$ cat config.mk
export PLATFORM = sky130hd
export DESIGN_NAME = three_timer_mode_and_load_regs
export DESIGN_NICKNAME = d
export VERILOG_FILES = /design/src/timer_regs_pkg.sv /design/src/three_timer_mode_and_load_regs.sv
export SDC_FILE = /design/constraint.sdc
export NUM_CORES = 1
export LEC_CHECK = 0
export BUFFER_PORTS_ARGS = -buffer_cell sky130_fd_sc_hd__buf_2
export CELL_PAD_IN_SITES_DETAIL_PLACEMENT = 1
export CELL_PAD_IN_SITES_GLOBAL_PLACEMENT = 1
export CORE_UTILIZATION = 42
export CTS_CLUSTER_DIAMETER = 100
export CTS_CLUSTER_SIZE = 8
export DETAILED_ROUTE_END_ITERATION = 10
export GPL_TIMING_DRIVEN = 1
export PLACE_DENSITY_LB_ADDON = 0.12
export SLEW_MARGIN = 20
export SYNTH_ARGS = -nofsm -noshare
export SYNTH_HDL_FRONTEND = slang
export SYNTH_SLANG_ARGS = --single-unit
$ cat constraint.sdc
create_clock -name core_clk -period 3.3 [get_ports core_clk]
set_input_delay 0.66 -clock core_clk [delete_from_list [all_inputs] [get_ports core_clk]]
set_output_delay 0.66 -clock core_clk [all_outputs]
set_load 0.1 [all_outputs]
$ cat src/timer_regs_pkg.sv
package timer_regs_pkg;
   // Register port geometry
   localparam int ADDR_W = 10;
   localparam int DATA_W = 4;

   // Register offsets; load and counter nibbles share an address
   localparam logic [ADDR_W-1:0] TIMER_A_MODE_ADDR  = 10'h008;
   localparam logic [ADDR_W-1:0] TIMER_B_MODE_ADDR  = 10'h009;
   localparam logic [ADDR_W-1:0] TIMER_B_LOW_ADDR   = 10'h00a;
   localparam logic [ADDR_W-1:0] TIMER_B_HIGH_ADDR  = 10'h00b;
   localparam logic [ADDR_W-1:0] TIMER_C_MODE_ADDR  = 10'h00d;
   localparam logic [ADDR_W-1:0] TIMER_C_LOW_ADDR   = 10'h00e;
   localparam logic [ADDR_W-1:0] TIMER_C_HIGH_ADDR  = 10'h00f;

   // Reset values, read-back zero and counter maximum
   localparam logic [3:0] MODE_RESET  = 4'h0;
   localparam logic [7:0] LOAD_RESET  = 8'h00;
   localparam logic [7:0] COUNT_RESET = 8'h00;
   localparam logic [3:0] READ_ZERO   = 4'h0;
   localparam logic [7:0] COUNT_MAX   = 8'hff;

   // Mode register fields
   localparam int MODE_TOP_BIT = 3;   // Source (A) or auto-reload (B, C)
   localparam logic [2:0] TA_SUB_FORBIDDEN = 3'h5;
   localparam logic [2:0] TA_SUB_HOLD      = 3'h6;
   localparam logic [2:0] TA_SUB_HALF      = 3'h4;
   localparam logic [2:0] TB_EXT_EVENT     = 3'h7;

   // Prescaler widths: system in instruction cycles, sub in half sub-cycles
   localparam int SYS_PRESCALER_W = 11;
   localparam int SUB_PRESCALER_W = 6;

   typedef enum logic [1:0] {
      MODE_INTERVAL,
      MODE_TIMEBASE,
      MODE_IDLE,
      MODE_HELD
   } timer_a_op_t;

   // System prescaler bit whose fall marks the period (timers A and C)
   function automatic logic [3:0] tap_ac(input logic [2:0] code);
      logic [3:0] t;
      t = 4'h0;
      case (code)
         3'h0: t = 4'ha;   // 2048
         3'h1: t = 4'h9;   // 1024
         3'h2: t = 4'h8;   // 512
         3'h3: t = 4'h6;   // 128
         3'h4: t = 4'h4;   // 32
         3'h5: t = 4'h2;   // 8
         3'h6: t = 4'h1;   // 4
         default: t = 4'h0; // 2
      endcase
      return t;
   endfunction

   // System prescaler tap for timer B
   function automatic logic [3:0] tap_b(input logic [2:0] code);
      logic [3:0] t;
      t = 4'h0;
      case (code)
         3'h0: t = 4'ha;   // 2048
         3'h1: t = 4'h8;   // 512
         3'h2: t = 4'h6;   // 128
         3'h3: t = 4'h4;   // 32
         3'h4: t = 4'h2;   // 8
         3'h5: t = 4'h1;   // 4
         default: t = 4'h0; // 2
      endcase
      return t;
   endfunction

   // Sub prescaler tap; counts are half sub-cycles
   function automatic logic [2:0] tap_sub(input logic [2:0] code);
      logic [2:0] t;
      t = 3'h0;
      case (code)
         3'h0: t = 3'h5;   // 32 sub-cycles
         3'h1: t = 3'h4;   // 16
         3'h2: t = 3'h3;   // 8
         default: t = 3'h1; // 2
      endcase
      return t;
   endfunction
endpackage

$ cat src/three_timer_mode_and_load_regs.sv
// Decided for this implementation: strobed register access.
`timescale 1ns/1ns
`default_nettype none
module three_timer_mode_and_load_regs
   import timer_regs_pkg::*;
(
   input  wire logic                                  core_clk,
   input  wire logic                                  reset,
   input  wire logic [timer_regs_pkg::ADDR_W-1:0]     reg_addr,
   input  wire logic [timer_regs_pkg::DATA_W-1:0]     reg_wdata,
   input  wire logic                                  reg_write,
   input  wire logic                                  reg_read,
   output logic      [timer_regs_pkg::DATA_W-1:0]     reg_rdata,
   input  wire logic [timer_regs_pkg::SYS_PRESCALER_W-1:0]
                                                      system_clock_prescaler,
   input  wire logic [timer_regs_pkg::SUB_PRESCALER_W-1:0]
                                                      subclock_prescaler,
   input  wire logic                                  external_event,
   input  wire logic                                  display_running,
   output logic                                       subclock_prescaler_reset,
   output logic                                       display_power_off,
   output logic                                       timer_a_irq_flag,
   output logic                                       timer_b_irq_flag,
   output logic                                       timer_c_irq_flag,
   output logic                                       timer_c_pulse_out
);
   import timer_regs_pkg::*;

   // Register decode strobes
   logic wr_a_mode;
   logic wr_b_mode;
   logic wr_c_mode;
   logic wr_b_low;
   logic wr_b_high;
   logic wr_c_low;
   logic wr_c_high;
   logic rd_b_high;
   logic rd_c_high;

   // Mode registers, staged one cycle so a write acts two cycles later
   logic [3:0] timer_a_mode_reg;
   logic [3:0] timer_b_mode_reg;
   logic [3:0] timer_c_mode_reg;
   logic [3:0] mode_a_pend;
   logic [3:0] mode_b_pend;
   logic [3:0] mode_c_pend;
   logic       pend_a;
   logic       pend_b;
   logic       pend_c;

   // Load registers, counters and read captures
   logic [3:0] timer_b_reload_low;
   logic [3:0] timer_b_reload_high;
   logic [3:0] timer_c_reload_low;
   logic [3:0] timer_c_reload_high;
   logic [7:0] timer_a_counter;
   logic [7:0] count_b;
   logic [7:0] count_c;
   logic [3:0] capture_b_low;
   logic [3:0] capture_c_low;

   // Input clock edge detection state
   logic [SYS_PRESCALER_W-1:0] sys_prev;
   logic [SUB_PRESCALER_W-1:0] sub_prev;
   logic                       event_prev;

   // Pulse output shadow settings
   logic [7:0] pulse_threshold;
   logic       pulse_toggle_mode;
   logic       pulse_toggle;

   timer_a_op_t a_op;
   logic        tick_a;
   logic        tick_b;
   logic        tick_c;
   logic        sub_step;

   // Write and read decode over the plain register port
   always_comb begin
      wr_a_mode = 1'b0;
      wr_b_mode = 1'b0;
      wr_c_mode = 1'b0;
      wr_b_low  = 1'b0;
      wr_b_high = 1'b0;
      wr_c_low  = 1'b0;
      wr_c_high = 1'b0;
      if (reg_write) begin
         if (reg_addr == TIMER_A_MODE_ADDR) begin
            wr_a_mode = 1'b1;
         end else if (reg_addr == TIMER_B_MODE_ADDR) begin
            wr_b_mode = 1'b1;
         end else if (reg_addr == TIMER_B_LOW_ADDR) begin
            wr_b_low = 1'b1;
         end else if (reg_addr == TIMER_B_HIGH_ADDR) begin
            wr_b_high = 1'b1;
         end else if (reg_addr == TIMER_C_MODE_ADDR) begin
            wr_c_mode = 1'b1;
         end else if (reg_addr == TIMER_C_LOW_ADDR) begin
            wr_c_low = 1'b1;
         end else if (reg_addr == TIMER_C_HIGH_ADDR) begin
            wr_c_high = 1'b1;
         end
      end
   end

   assign rd_b_high = reg_read && (reg_addr == TIMER_B_HIGH_ADDR);
   assign rd_c_high = reg_read && (reg_addr == TIMER_C_HIGH_ADDR);

   // Mode writes land in a stage, then apply on the following edge
   always_ff @(posedge core_clk or posedge reset) begin
      if (reset) begin
         mode_a_pend      <= MODE_RESET;
         mode_b_pend      <= MODE_RESET;
         mode_c_pend      <= MODE_RESET;
         pend_a           <= 1'b0;
         pend_b           <= 1'b0;
         pend_c           <= 1'b0;
         timer_a_mode_reg <= MODE_RESET;
         timer_b_mode_reg <= MODE_RESET;
         timer_c_mode_reg <= MODE_RESET;
      end else begin
         pend_a <= wr_a_mode;
         pend_b <= wr_b_mode;
         pend_c <= wr_c_mode;
         if (wr_a_mode) begin
            mode_a_pend <= reg_wdata;
         end
         if (wr_b_mode) begin
            mode_b_pend <= reg_wdata;
         end
         if (wr_c_mode) begin
            mode_c_pend <= reg_wdata;
         end
         if (pend_a) begin
            timer_a_mode_reg <= mode_a_pend;
         end
         if (pend_b) begin
            timer_b_mode_reg <= mode_b_pend;
         end
         if (pend_c) begin
            timer_c_mode_reg <= mode_c_pend;
         end
      end
   end

   // Previous prescaler values; a falling tap bit is one input period
   always_ff @(posedge core_clk or posedge reset) begin
      if (reset) begin
         sys_prev   <= '0;
         sub_prev   <= '0;
         event_prev <= 1'b0;
      end else begin
         sys_prev   <= system_clock_prescaler;
         sub_prev   <= subclock_prescaler;
         event_prev <= external_event;
      end
   end

   // Timer A operating mode from its mode register
   always_comb begin
      a_op = MODE_INTERVAL;
      if (timer_a_mode_reg[MODE_TOP_BIT]) begin
         if (timer_a_mode_reg[2:0] == TA_SUB_HOLD) begin
            a_op = MODE_HELD;
         end else if (timer_a_mode_reg[2:0] > TA_SUB_HALF) begin
            a_op = MODE_IDLE; // Forbidden or unlisted code: no counting
         end else begin
            a_op = MODE_TIMEBASE;
         end
      end
   end

   // Input clock selection for each counter
   always_comb begin
      sub_step = 1'b0;
      if (timer_a_mode_reg[2:0] == TA_SUB_HALF) begin
         sub_step = sub_prev[0] != subclock_prescaler[0];
      end else begin
         sub_step = sub_prev[tap_sub(timer_a_mode_reg[2:0])]
                    && !subclock_prescaler[tap_sub(timer_a_mode_reg[2:0])];
      end
      tick_a = 1'b0;
      case (a_op)
         MODE_INTERVAL: tick_a = sys_prev[tap_ac(timer_a_mode_reg[2:0])]
            && !system_clock_prescaler[tap_ac(timer_a_mode_reg[2:0])];
         MODE_TIMEBASE: tick_a = sub_step;
         default: tick_a = 1'b0;
      endcase
      // Event input counts rising edges; caller masks its interrupt
      if (timer_b_mode_reg[2:0] == TB_EXT_EVENT) begin
         tick_b = external_event && !event_prev;
      end else begin
         tick_b = sys_prev[tap_b(timer_b_mode_reg[2:0])]
                  && !system_clock_prescaler[tap_b(timer_b_mode_reg[2:0])];
      end
      tick_c = sys_prev[tap_ac(timer_c_mode_reg[2:0])]
               && !system_clock_prescaler[tap_ac(timer_c_mode_reg[2:0])];
   end

   // Timer A counter; held at zero by the hold code
   always_ff @(posedge core_clk or posedge reset) begin
      if (reset) begin
         timer_a_counter  <= COUNT_RESET;
         timer_a_irq_flag <= 1'b0;
      end else begin
         timer_a_irq_flag <= tick_a && (timer_a_counter == COUNT_MAX);
         if (a_op == MODE_HELD) begin
            timer_a_counter <= COUNT_RESET;
         end else if (tick_a) begin
            timer_a_counter <= timer_a_counter + 8'h01;
         end
      end
   end

   // Sub prescaler hold and display shutdown follow timer A mode
   always_ff @(posedge core_clk or posedge reset) begin
      if (reset) begin
         subclock_prescaler_reset <= 1'b0;
         display_power_off        <= 1'b0;
      end else begin
         subclock_prescaler_reset <= a_op == MODE_HELD;
         // Level, so the cut lasts only while display_running is high and the selection stands
         display_power_off <= display_running
                              && timer_a_mode_reg[MODE_TOP_BIT];
      end
   end

   // Load registers: nibble writes; reads elsewhere never touch them
   always_ff @(posedge core_clk or posedge reset) begin
      if (reset) begin
         timer_b_reload_low  <= LOAD_RESET[3:0];
         timer_b_reload_high <= LOAD_RESET[7:4];
         timer_c_reload_low  <= LOAD_RESET[3:0];
         timer_c_reload_high <= LOAD_RESET[7:4];
      end else begin
         if (wr_b_low) begin
            timer_b_reload_low <= reg_wdata;
         end
         if (wr_b_high) begin
            timer_b_reload_high <= reg_wdata;
         end
         if (wr_c_low) begin
            timer_c_reload_low <= reg_wdata;
         end
         if (wr_c_high) begin
            timer_c_reload_high <= reg_wdata;
         end
      end
   end

   // Timer B counter; a high nibble write wins over a same-cycle tick
   always_ff @(posedge core_clk or posedge reset) begin
      if (reset) begin
         count_b          <= COUNT_RESET;
         timer_b_irq_flag <= 1'b0;
      end else begin
         timer_b_irq_flag <= tick_b && (count_b == COUNT_MAX);
         if (wr_b_high) begin
            count_b <= {reg_wdata, timer_b_reload_low};
         end else if (tick_b && (count_b == COUNT_MAX)) begin
            count_b <= timer_b_mode_reg[MODE_TOP_BIT]
                       ? {timer_b_reload_high, timer_b_reload_low}
                       : COUNT_RESET;
         end else if (tick_b) begin
            count_b <= count_b + 8'h01;
         end
      end
   end

   // Timer C counter, same scheme as timer B
   always_ff @(posedge core_clk or posedge reset) begin
      if (reset) begin
         count_c          <= COUNT_RESET;
         timer_c_irq_flag <= 1'b0;
      end else begin
         timer_c_irq_flag <= tick_c && (count_c == COUNT_MAX);
         if (wr_c_high) begin
            count_c <= {reg_wdata, timer_c_reload_low};
         end else if (tick_c && (count_c == COUNT_MAX)) begin
            count_c <= timer_c_mode_reg[MODE_TOP_BIT]
                       ? {timer_c_reload_high, timer_c_reload_low}
                       : COUNT_RESET;
         end else if (tick_c) begin
            count_c <= count_c + 8'h01;
         end
      end
   end

   // Low nibble capture at the high read; counting does not disturb it
   always_ff @(posedge core_clk or posedge reset) begin
      if (reset) begin
         capture_b_low <= COUNT_RESET[3:0];
         capture_c_low <= COUNT_RESET[3:0];
      end else begin
         if (rd_b_high) begin
            capture_b_low <= count_b[3:0];
         end
         if (rd_c_high) begin
            capture_c_low <= count_c[3:0];
         end
      end
   end

   // Read data one cycle after the strobe; write-only reads give zero
   always_ff @(posedge core_clk or posedge reset) begin
      if (reset) begin
         reg_rdata <= READ_ZERO;
      end else if (!reg_read) begin
         reg_rdata <= READ_ZERO;
      end else if (reg_addr == TIMER_B_LOW_ADDR) begin
         reg_rdata <= capture_b_low;
      end else if (reg_addr == TIMER_B_HIGH_ADDR) begin
         reg_rdata <= count_b[7:4];
      end else if (reg_addr == TIMER_C_LOW_ADDR) begin
         reg_rdata <= capture_c_low;
      end else if (reg_addr == TIMER_C_HIGH_ADDR) begin
         reg_rdata <= count_c[7:4];
      end else begin
         reg_rdata <= READ_ZERO;
      end
   end

   // Pulse settings copied only at overflow, so a mid-period load
   // distorts at most the period it lands in
   always_ff @(posedge core_clk or posedge reset) begin
      if (reset) begin
         pulse_threshold   <= LOAD_RESET;
         pulse_toggle_mode <= 1'b0;
         pulse_toggle      <= 1'b0;
      end else if (tick_c && (count_c == COUNT_MAX)) begin
         pulse_threshold   <= {timer_c_reload_high, timer_c_reload_low};
         pulse_toggle_mode <= timer_c_mode_reg[MODE_TOP_BIT];
         pulse_toggle      <= !pulse_toggle;
      end
   end

   // Reload mode toggles per overflow; free-run mode compares the count
   always_ff @(posedge core_clk or posedge reset) begin
      if (reset) begin
         timer_c_pulse_out <= 1'b0;
      end else if (pulse_toggle_mode) begin
         timer_c_pulse_out <= pulse_toggle;
      end else begin
         timer_c_pulse_out <= count_c < pulse_threshold;
      end
   end
endmodule
`default_nettype wire

==> impl_metrics.csv, run 1 <==
group,metric,value,unit
setup_path,cp_top_family,"simple AND/OR/NAND/NOR gates",
yosys,synth-simple-area-share,16.8,%
power,p_sw_share,30.2,%
yosys,ys_seq_area_share,52.5,%
sta,tightest_slew,0.859,ns
worst_hold_path,worstHoldStart,"subclock_prescaler[3]",
floorplanning,die-area,0.0129,mm²
grt,grt.total_usage,22.1,%
yosys,syn_nets,539,
yosys,ys.flop_type,"dfrtp_1",
floorplanning,die_y,114,µm
floorplanning,initial_core_util,43.3,%
setup_path,rr_startpoint,"timer_a_mode_reg[1]",
yosys,synth_edf_count,0,
setup_path,arrival,2.77,ns
grt,antenna_found_initial,0,
detailed_routing,drtIter0Drc,235,
yosys,muxShareOfSynthArea,10.6,%
finish,final_layout_size_suffix_gt1_share,20.9,%
yosys,synthAdderAreaFrac,2.39,%
detailed_routing,antenna_left,0,
yosys,syn_inst,492,
yosys,ys_warn_count,0,
power,leakage,2.80,nW
cts,numClockSinks,110,
worst_hold_path,holdPathEnd,"sub_prev[3]",
place,placed_area,0.00565,mm²
grt,grt_overflow_total,0,
sta,finalSetupViolations,0,
setup_path,cp_num_buf_inv,1,
yosys,synth-async-reset-ratio,100,%
sta,relSlewSlack,42.6,%
cts,ctsHoldBuffers,0,
setup_path,crit_required,3.54,ns
detailed_routing,routed_wl,13000,µm
cts,clk_pin_slew,0.08,ns
power,switching_power,0.957,mW
power,power_frac_seq,52.5,%
finish,largest-register,"sys_prev",
place,gp_congestion,0.839,
sta,hold_viol,0,
sta,min_period_over_period,76.9,%
setup_path,path_cells,"buf_2 > nor4_1 > nand3_1 > nor2_1 > o21ai_0 > a32oi_1 > o21ai_0",
setup_path,r2r_cells,7,
power,ir_drop,264,µV
detailed_routing,via_per_inst,5.51,
grt,grt_pass1_wl,21700,µm
cts,cts_tree,"built",
yosys,yosysUniqueCellTypes,56,
floorplanning,io_pins,47,
power,fin_total_pwr,3.16,mW
sta,rsz0062_at_grt,"no",
yosys,avgSynthCellArea,10.7,µm²
floorplanning,placeableCoreArea,0.0121,mm²
yosys,synth-xor-area-share,2.50,%
sta,fmax,0.394,GHz
setup_path,rr_endpoint,"timer_a_counter[7]",
detailed_routing,firstDrtPassIters,4,
power,power_density,533,mW/mm²
cts,clk_latency,0.37,ns
worst_hold_path,holdPathStages,1,
detailed_routing,vias,3909,
setup_path,worstSetupEndpointType,"flip-flop",
setup_path,critPathSlowestCell,"nor2_1",
run_status,status,"completed",
finish,area_growth,13.1,%
cts,cts_made_buffers,9,
place,io_buffers,43,
sta,finalSetupTns,0,ns
yosys,synth_compound_area_share,12.3,%
finish,nets,583,
sta,skew,0.0135,ns
cts,cts_max_path_buffers,2,
setup_path,critPathMaxFanout,9,
finish,largest_reg_flops,9,
worst_hold_path,holdCritPathClass,"input port to flip-flop",
power,internal_power,2.21,mW
power,combPwrFrac,14.0,%
setup_path,rrSetupSlack,0.98,ns
floorplanning,rows,40,
yosys,synth_top_family_by_area,"simple AND/OR/NAND/NOR gates",
setup_path,worst_path_most_repeated_cell,"o21ai_0",
setup_path,path_class,"input port to flip-flop",
job,maxCapViolations,0,
power,pwr-share-clk,33.4,%
yosys,synth_area,0.00525,mm²
cts,root_buffer,"clkbuf_16",
place,hpwlAfterDp,9190,µm
grt,grt_max_degree,49,
floorplanning,dieWidth,114,µm
grt,grt_pass1_vias,4219,
cts,h-tree-depth,3,
yosys,ys_seq_elements,110,
sta,slew_viol_final,0,
finish,diodes,0,
finish,fin_area,0.00593,mm²
cts,postCtsSetupRepairBufs,0,
setup_path,cpPeakStageDelay,0.58,ns
setup_path,critical_path.startpoint_type,"input port",
detailed_routing,detail_route.wl_per_cell,18.3,µm
detailed_routing,drc,0,
sta,min_period,2.54,ns
cts,cts_resized,0,
worst reg2reg max path, stage by stage (launching register included):
cell and delay [ns]:
dfrtp_1 0.59, and2_1 0.31, a221oi_2 0.25, o221ai_1 0.14, a211o_1 0.40, a211oi_2 0.30, xnor2_1 0.16, nor2_1 0.06
worst max-delay path by stage:
stage | startpoint | end | depth (start not counted)
2_1_floorplan | reg_addr[5] | capture_b_low[1] | 5
6_report | reg_addr[5] | count_b[0] | 7
3_3_place_gp | reg_addr[5] | count_b[0] | 7
3_5_place_dp | reg_addr[5] | count_b[0] | 7
5_1_grt | reg_addr[5] | count_b[0] | 7
4_1_cts | reg_addr[5] | count_b[0] | 7
area by class of cell:
type                    instances  area [µm²]
fillers                      1361        6180
flip-flops and latches        110        2750
multi-input cells             348        2340
repair buffers                 49         273
clock buffers                   9         225
well taps                     168         210
inverters                      18        71.3
clock inverters                 7        57.6
stage by stage:
stage	std cells	hold WS [ns]	utilization, %	setup WS, ns
4_1_cts	709	0.408	49.0	0.799
3_5_place_dp	693	0.462	46.6	0.416
5_1_grt	709	0.414	49.0	0.581
3_3_place_gp	693	0.459	46.6	0.570
2_1_floorplan	492	0.440	-	1.18
6_report	709	0.419	49.0	0.763
power by group through the flow:
stage	clock network, mW	logic, mW	registers [mW]
floorplan	0	0.323	1.62
global placement	0	0.415	1.68
detailed placement	0	0.444	1.69
CTS	1.08	0.451	1.66
global route	1.13	0.507	1.69
finish	1.06	0.444	1.66
routing by layer:
| metal | routed length [µm] | global-route usage [%] |
|---|---|---|
| met3 | 416 | 4.57 |
| met2 | 6350 | 37.4 |
| met5 | 0 | 0 |
| met1 | 5960 | 27.8 |
| met4 | 267 | 8.33 |
synth_stat cells, types with 5 or more instances:
cell type	instances	area, µm²
a21boi_0	5	37.5
nand4_1	5	31.3
o21ai_0	26	130
a22oi_1	8	60.1
nand3b_1	8	60.1
mux2i_1	13	130
dfrtp_1	110	2750
a31oi_1	7	43.8
a21o_1	7	52.6
clkbuf_1	6	22.5
ha_1	10	125
nor2b_1	9	56.3
o211ai_1	9	67.6
nor3b_1	5	37.5
nand2_1	80	300
buf_2	7	35.0
xor2_1	6	52.6
inv_1	18	67.6
a21oi_1	9	45.0
nand3_1	18	90.1
nor2_1	27	101
mux2_2	36	405
xnor2_1	9	78.8
cells in the final DEF (no fill, tap or decap), types with 10 or more instances in the layout:
master	synthesis	final
nand2_1	80	80
dfrtp_1	110	110
ha_1	10	10
mux2_2	36	36
mux2i_1	13	13
buf_2	7	43
inv_1	18	17
o21ai_0	26	26
nand3_1	18	18
nor2_1	27	27
kinds of logic (layout without fill, tap and decap cells):
logic type	after synthesis	in the layout
AND/OR/NAND/NOR	180	180
flip-flops	110	110
AO/OA/AOI/OAI	93	93
multiplexers	50	50
buffers and inverters	34	83
XOR/XNOR	15	15
adder cells (fa/ha/maj)	10	10
Power figures use the tool's default switching activity.
==> run 2, diff against run 1 <==
Clock period 3.3 ns to 2.3 ns, I/O delays scaled along.
==> impl_metrics.csv, run 2 (same netlist as run 1, synthesis figures left out) <==
group,metric,value,unit
setup_path,critPathMaxFanout,15,
setup_path,crit_required,2.55,ns
power,leakage,2.93,nW
detailed_routing,drc,0,
place,gp_congestion,0.855,
cts,cts_tree,"built",
setup_path,cpPeakStageDelay,0.47,ns
finish,layout_common_cells,"106 x dfrtp_1, 80 x nand2_1, 43 x buf_2, 36 x mux2_2, 27 x nor2_1",
cts,clk_pin_slew,0.08,ns
grt,grt_max_degree,38,
grt,grt_overflow_total,0,
finish,largest_reg_flops,9,
run_status,status,"completed",
sta,relSlewSlack,58.2,%
grt,grt_pass1_wl,21400,µm
detailed_routing,detail_route.wl_per_cell,17.7,µm
setup_path,critPathSlowestCell,"dfrtp_2",
setup_path,path_class,"flip-flop to flip-flop",
cts,h-tree-depth,3,
sta,min_period,2.16,ns
sta,whs,0.167,ns
finish,layout_commonest_cell,"dfrtp_1",
floorplanning,dieWidth,114,µm
power,power_density,771,mW/mm²
finish,largest-register,"sys_prev",
sta,tightest_slew,0.626,ns
cts,cts_made_buffers,9,
place,placed_area,0.00584,mm²
grt,grt.total_usage,21.8,%
cts,numClockSinks,110,
detailed_routing,via_per_inst,5.34,
setup_path,r2r_cells,7,
grt,grt_pass1_vias,4061,
floorplanning,io_pins,47,
sta,hold_viol,0,
finish,diodes,0,
detailed_routing,firstDrtPassIters,4,
sta,slew_viol_final,0,
detailed_routing,vias,3886,
finish,nets,602,
cts,cts_max_path_buffers,2,
setup_path,arrival,2.41,ns
setup_path,worst-path-stages,7,
finish,final_layout_size_suffix_gt1_share,24.3,%
floorplanning,die_y,114,µm
power,ir_drop,504,µV
setup_path,path_cells,"buf_4 > nor4b_1 > a41o_1 > a221oi_2 > buf_12 > nor3_4 > mux2_2",
sta,finalSetupViolations,0,
cts,ctsHoldBuffers,0,
finish,area_growth,17.4,%
place,hpwlAfterDp,9370,µm
sta,min_period_over_period,93.9,%
setup_path,critical_path.startpoint_type,"flip-flop",
sta,skew,0.00663,ns
worst_hold_path,holdCritPathClass,"input port to async pin",
detailed_routing,routed_wl,12900,µm
place,io_buffers,43,
sta,finalSetupTns,0,ns
detailed_routing,drtIter0Drc,143,
floorplanning,placeableCoreArea,0.0121,mm²
cts,clk_latency,0.37,ns
sta,fmax,0.463,GHz
cts,root_buffer,"clkbuf_16",
setup_path,cp_top_family,"simple AND/OR/NAND/NOR gates",
grt,antenna_found_initial,0,
floorplanning,initial_core_util,43.3,%
detailed_routing,antenna_left,0,
setup_path,cp_num_buf_inv,2,
finish,fin_area,0.00616,mm²
job,maxCapViolations,0,
floorplanning,rows,40,
setup_path,worstSetupEndpointType,"flip-flop",
sta,rsz0062_at_grt,"yes",
floorplanning,die-area,0.0129,mm²
## run 2: worst register-to-register path, stage by stage, from the launching register on
cell and delay [ns]:
dfrtp_2 0.47, buf_4 0.18, nor4b_1 0.34, a41o_1 0.17, a221oi_2 0.10, buf_12 0.18, nor3_4 0.24, mux2_2 0.38
## run 2: per-layer routing
metal / vias up / share of wire (%) / global-route usage [%]
li1: 1878 / - / -
met1: 1939 / 45 / 27.4
met2: 57 / 50 / 36.9
met3: 12 / 3.5 / 4.89
met4: 0 / 1.5 / 7.89
met5: - / 0 / 0
## run 2: final cells by class
class                   instances  area, µm²
flip-flops and latches        110       2760
clock buffers                   9        225
fillers                      1360       5950
repair buffers                 68        465
multi-input cells             348       2340
clock inverters                 7       87.6
well taps                     168        210
inverters                      18       71.3
## run 2: repair_timing
item | CTS | global route
endpoints found under the setup margin | 0 | 13
buffers inserted | 0 | 0
gates resized for setup | 0 | 4
endpoints found under the hold margin | 0 | 0
## run 2: worst paths after layout
path | end | start | slack (ns)
setup / recovery | pulse_toggle_mode | timer_c_mode_reg[1] | 0.14
hold / removal | sys_prev[10] | reset | 0.17
setup reg to reg | pulse_toggle_mode | timer_c_mode_reg[1] | 0.14
hold reg to reg | timer_b_reload_high[0] | timer_b_reload_high[0] | 0.48
max in group asynchronous | count_b[4] | reset | 1.53
min in group core_clk | sub_prev[3] | subclock_prescaler[3] | 0.21
## run 2: per-stage QoR
stage                     utilization (%)  power, mW  worst slack, ns  cells
after floorplan                         -       2.79            0.354    492
after global placement               48.2       3.07            0.124    712
after detailed placement             48.2       3.12           0.0417    712
after CTS                            50.8       4.82           0.0826    728
after global routing                 50.8       4.99          -0.0214    728
final                                50.8       4.75            0.140    728
## run 2: power breakdown
part	internal [mW]	leakage, nW	switching, mW
registers	2.12	1.41	0.222
logic	0.354	1.37	0.386
clock network	0.875	0.155	0.793
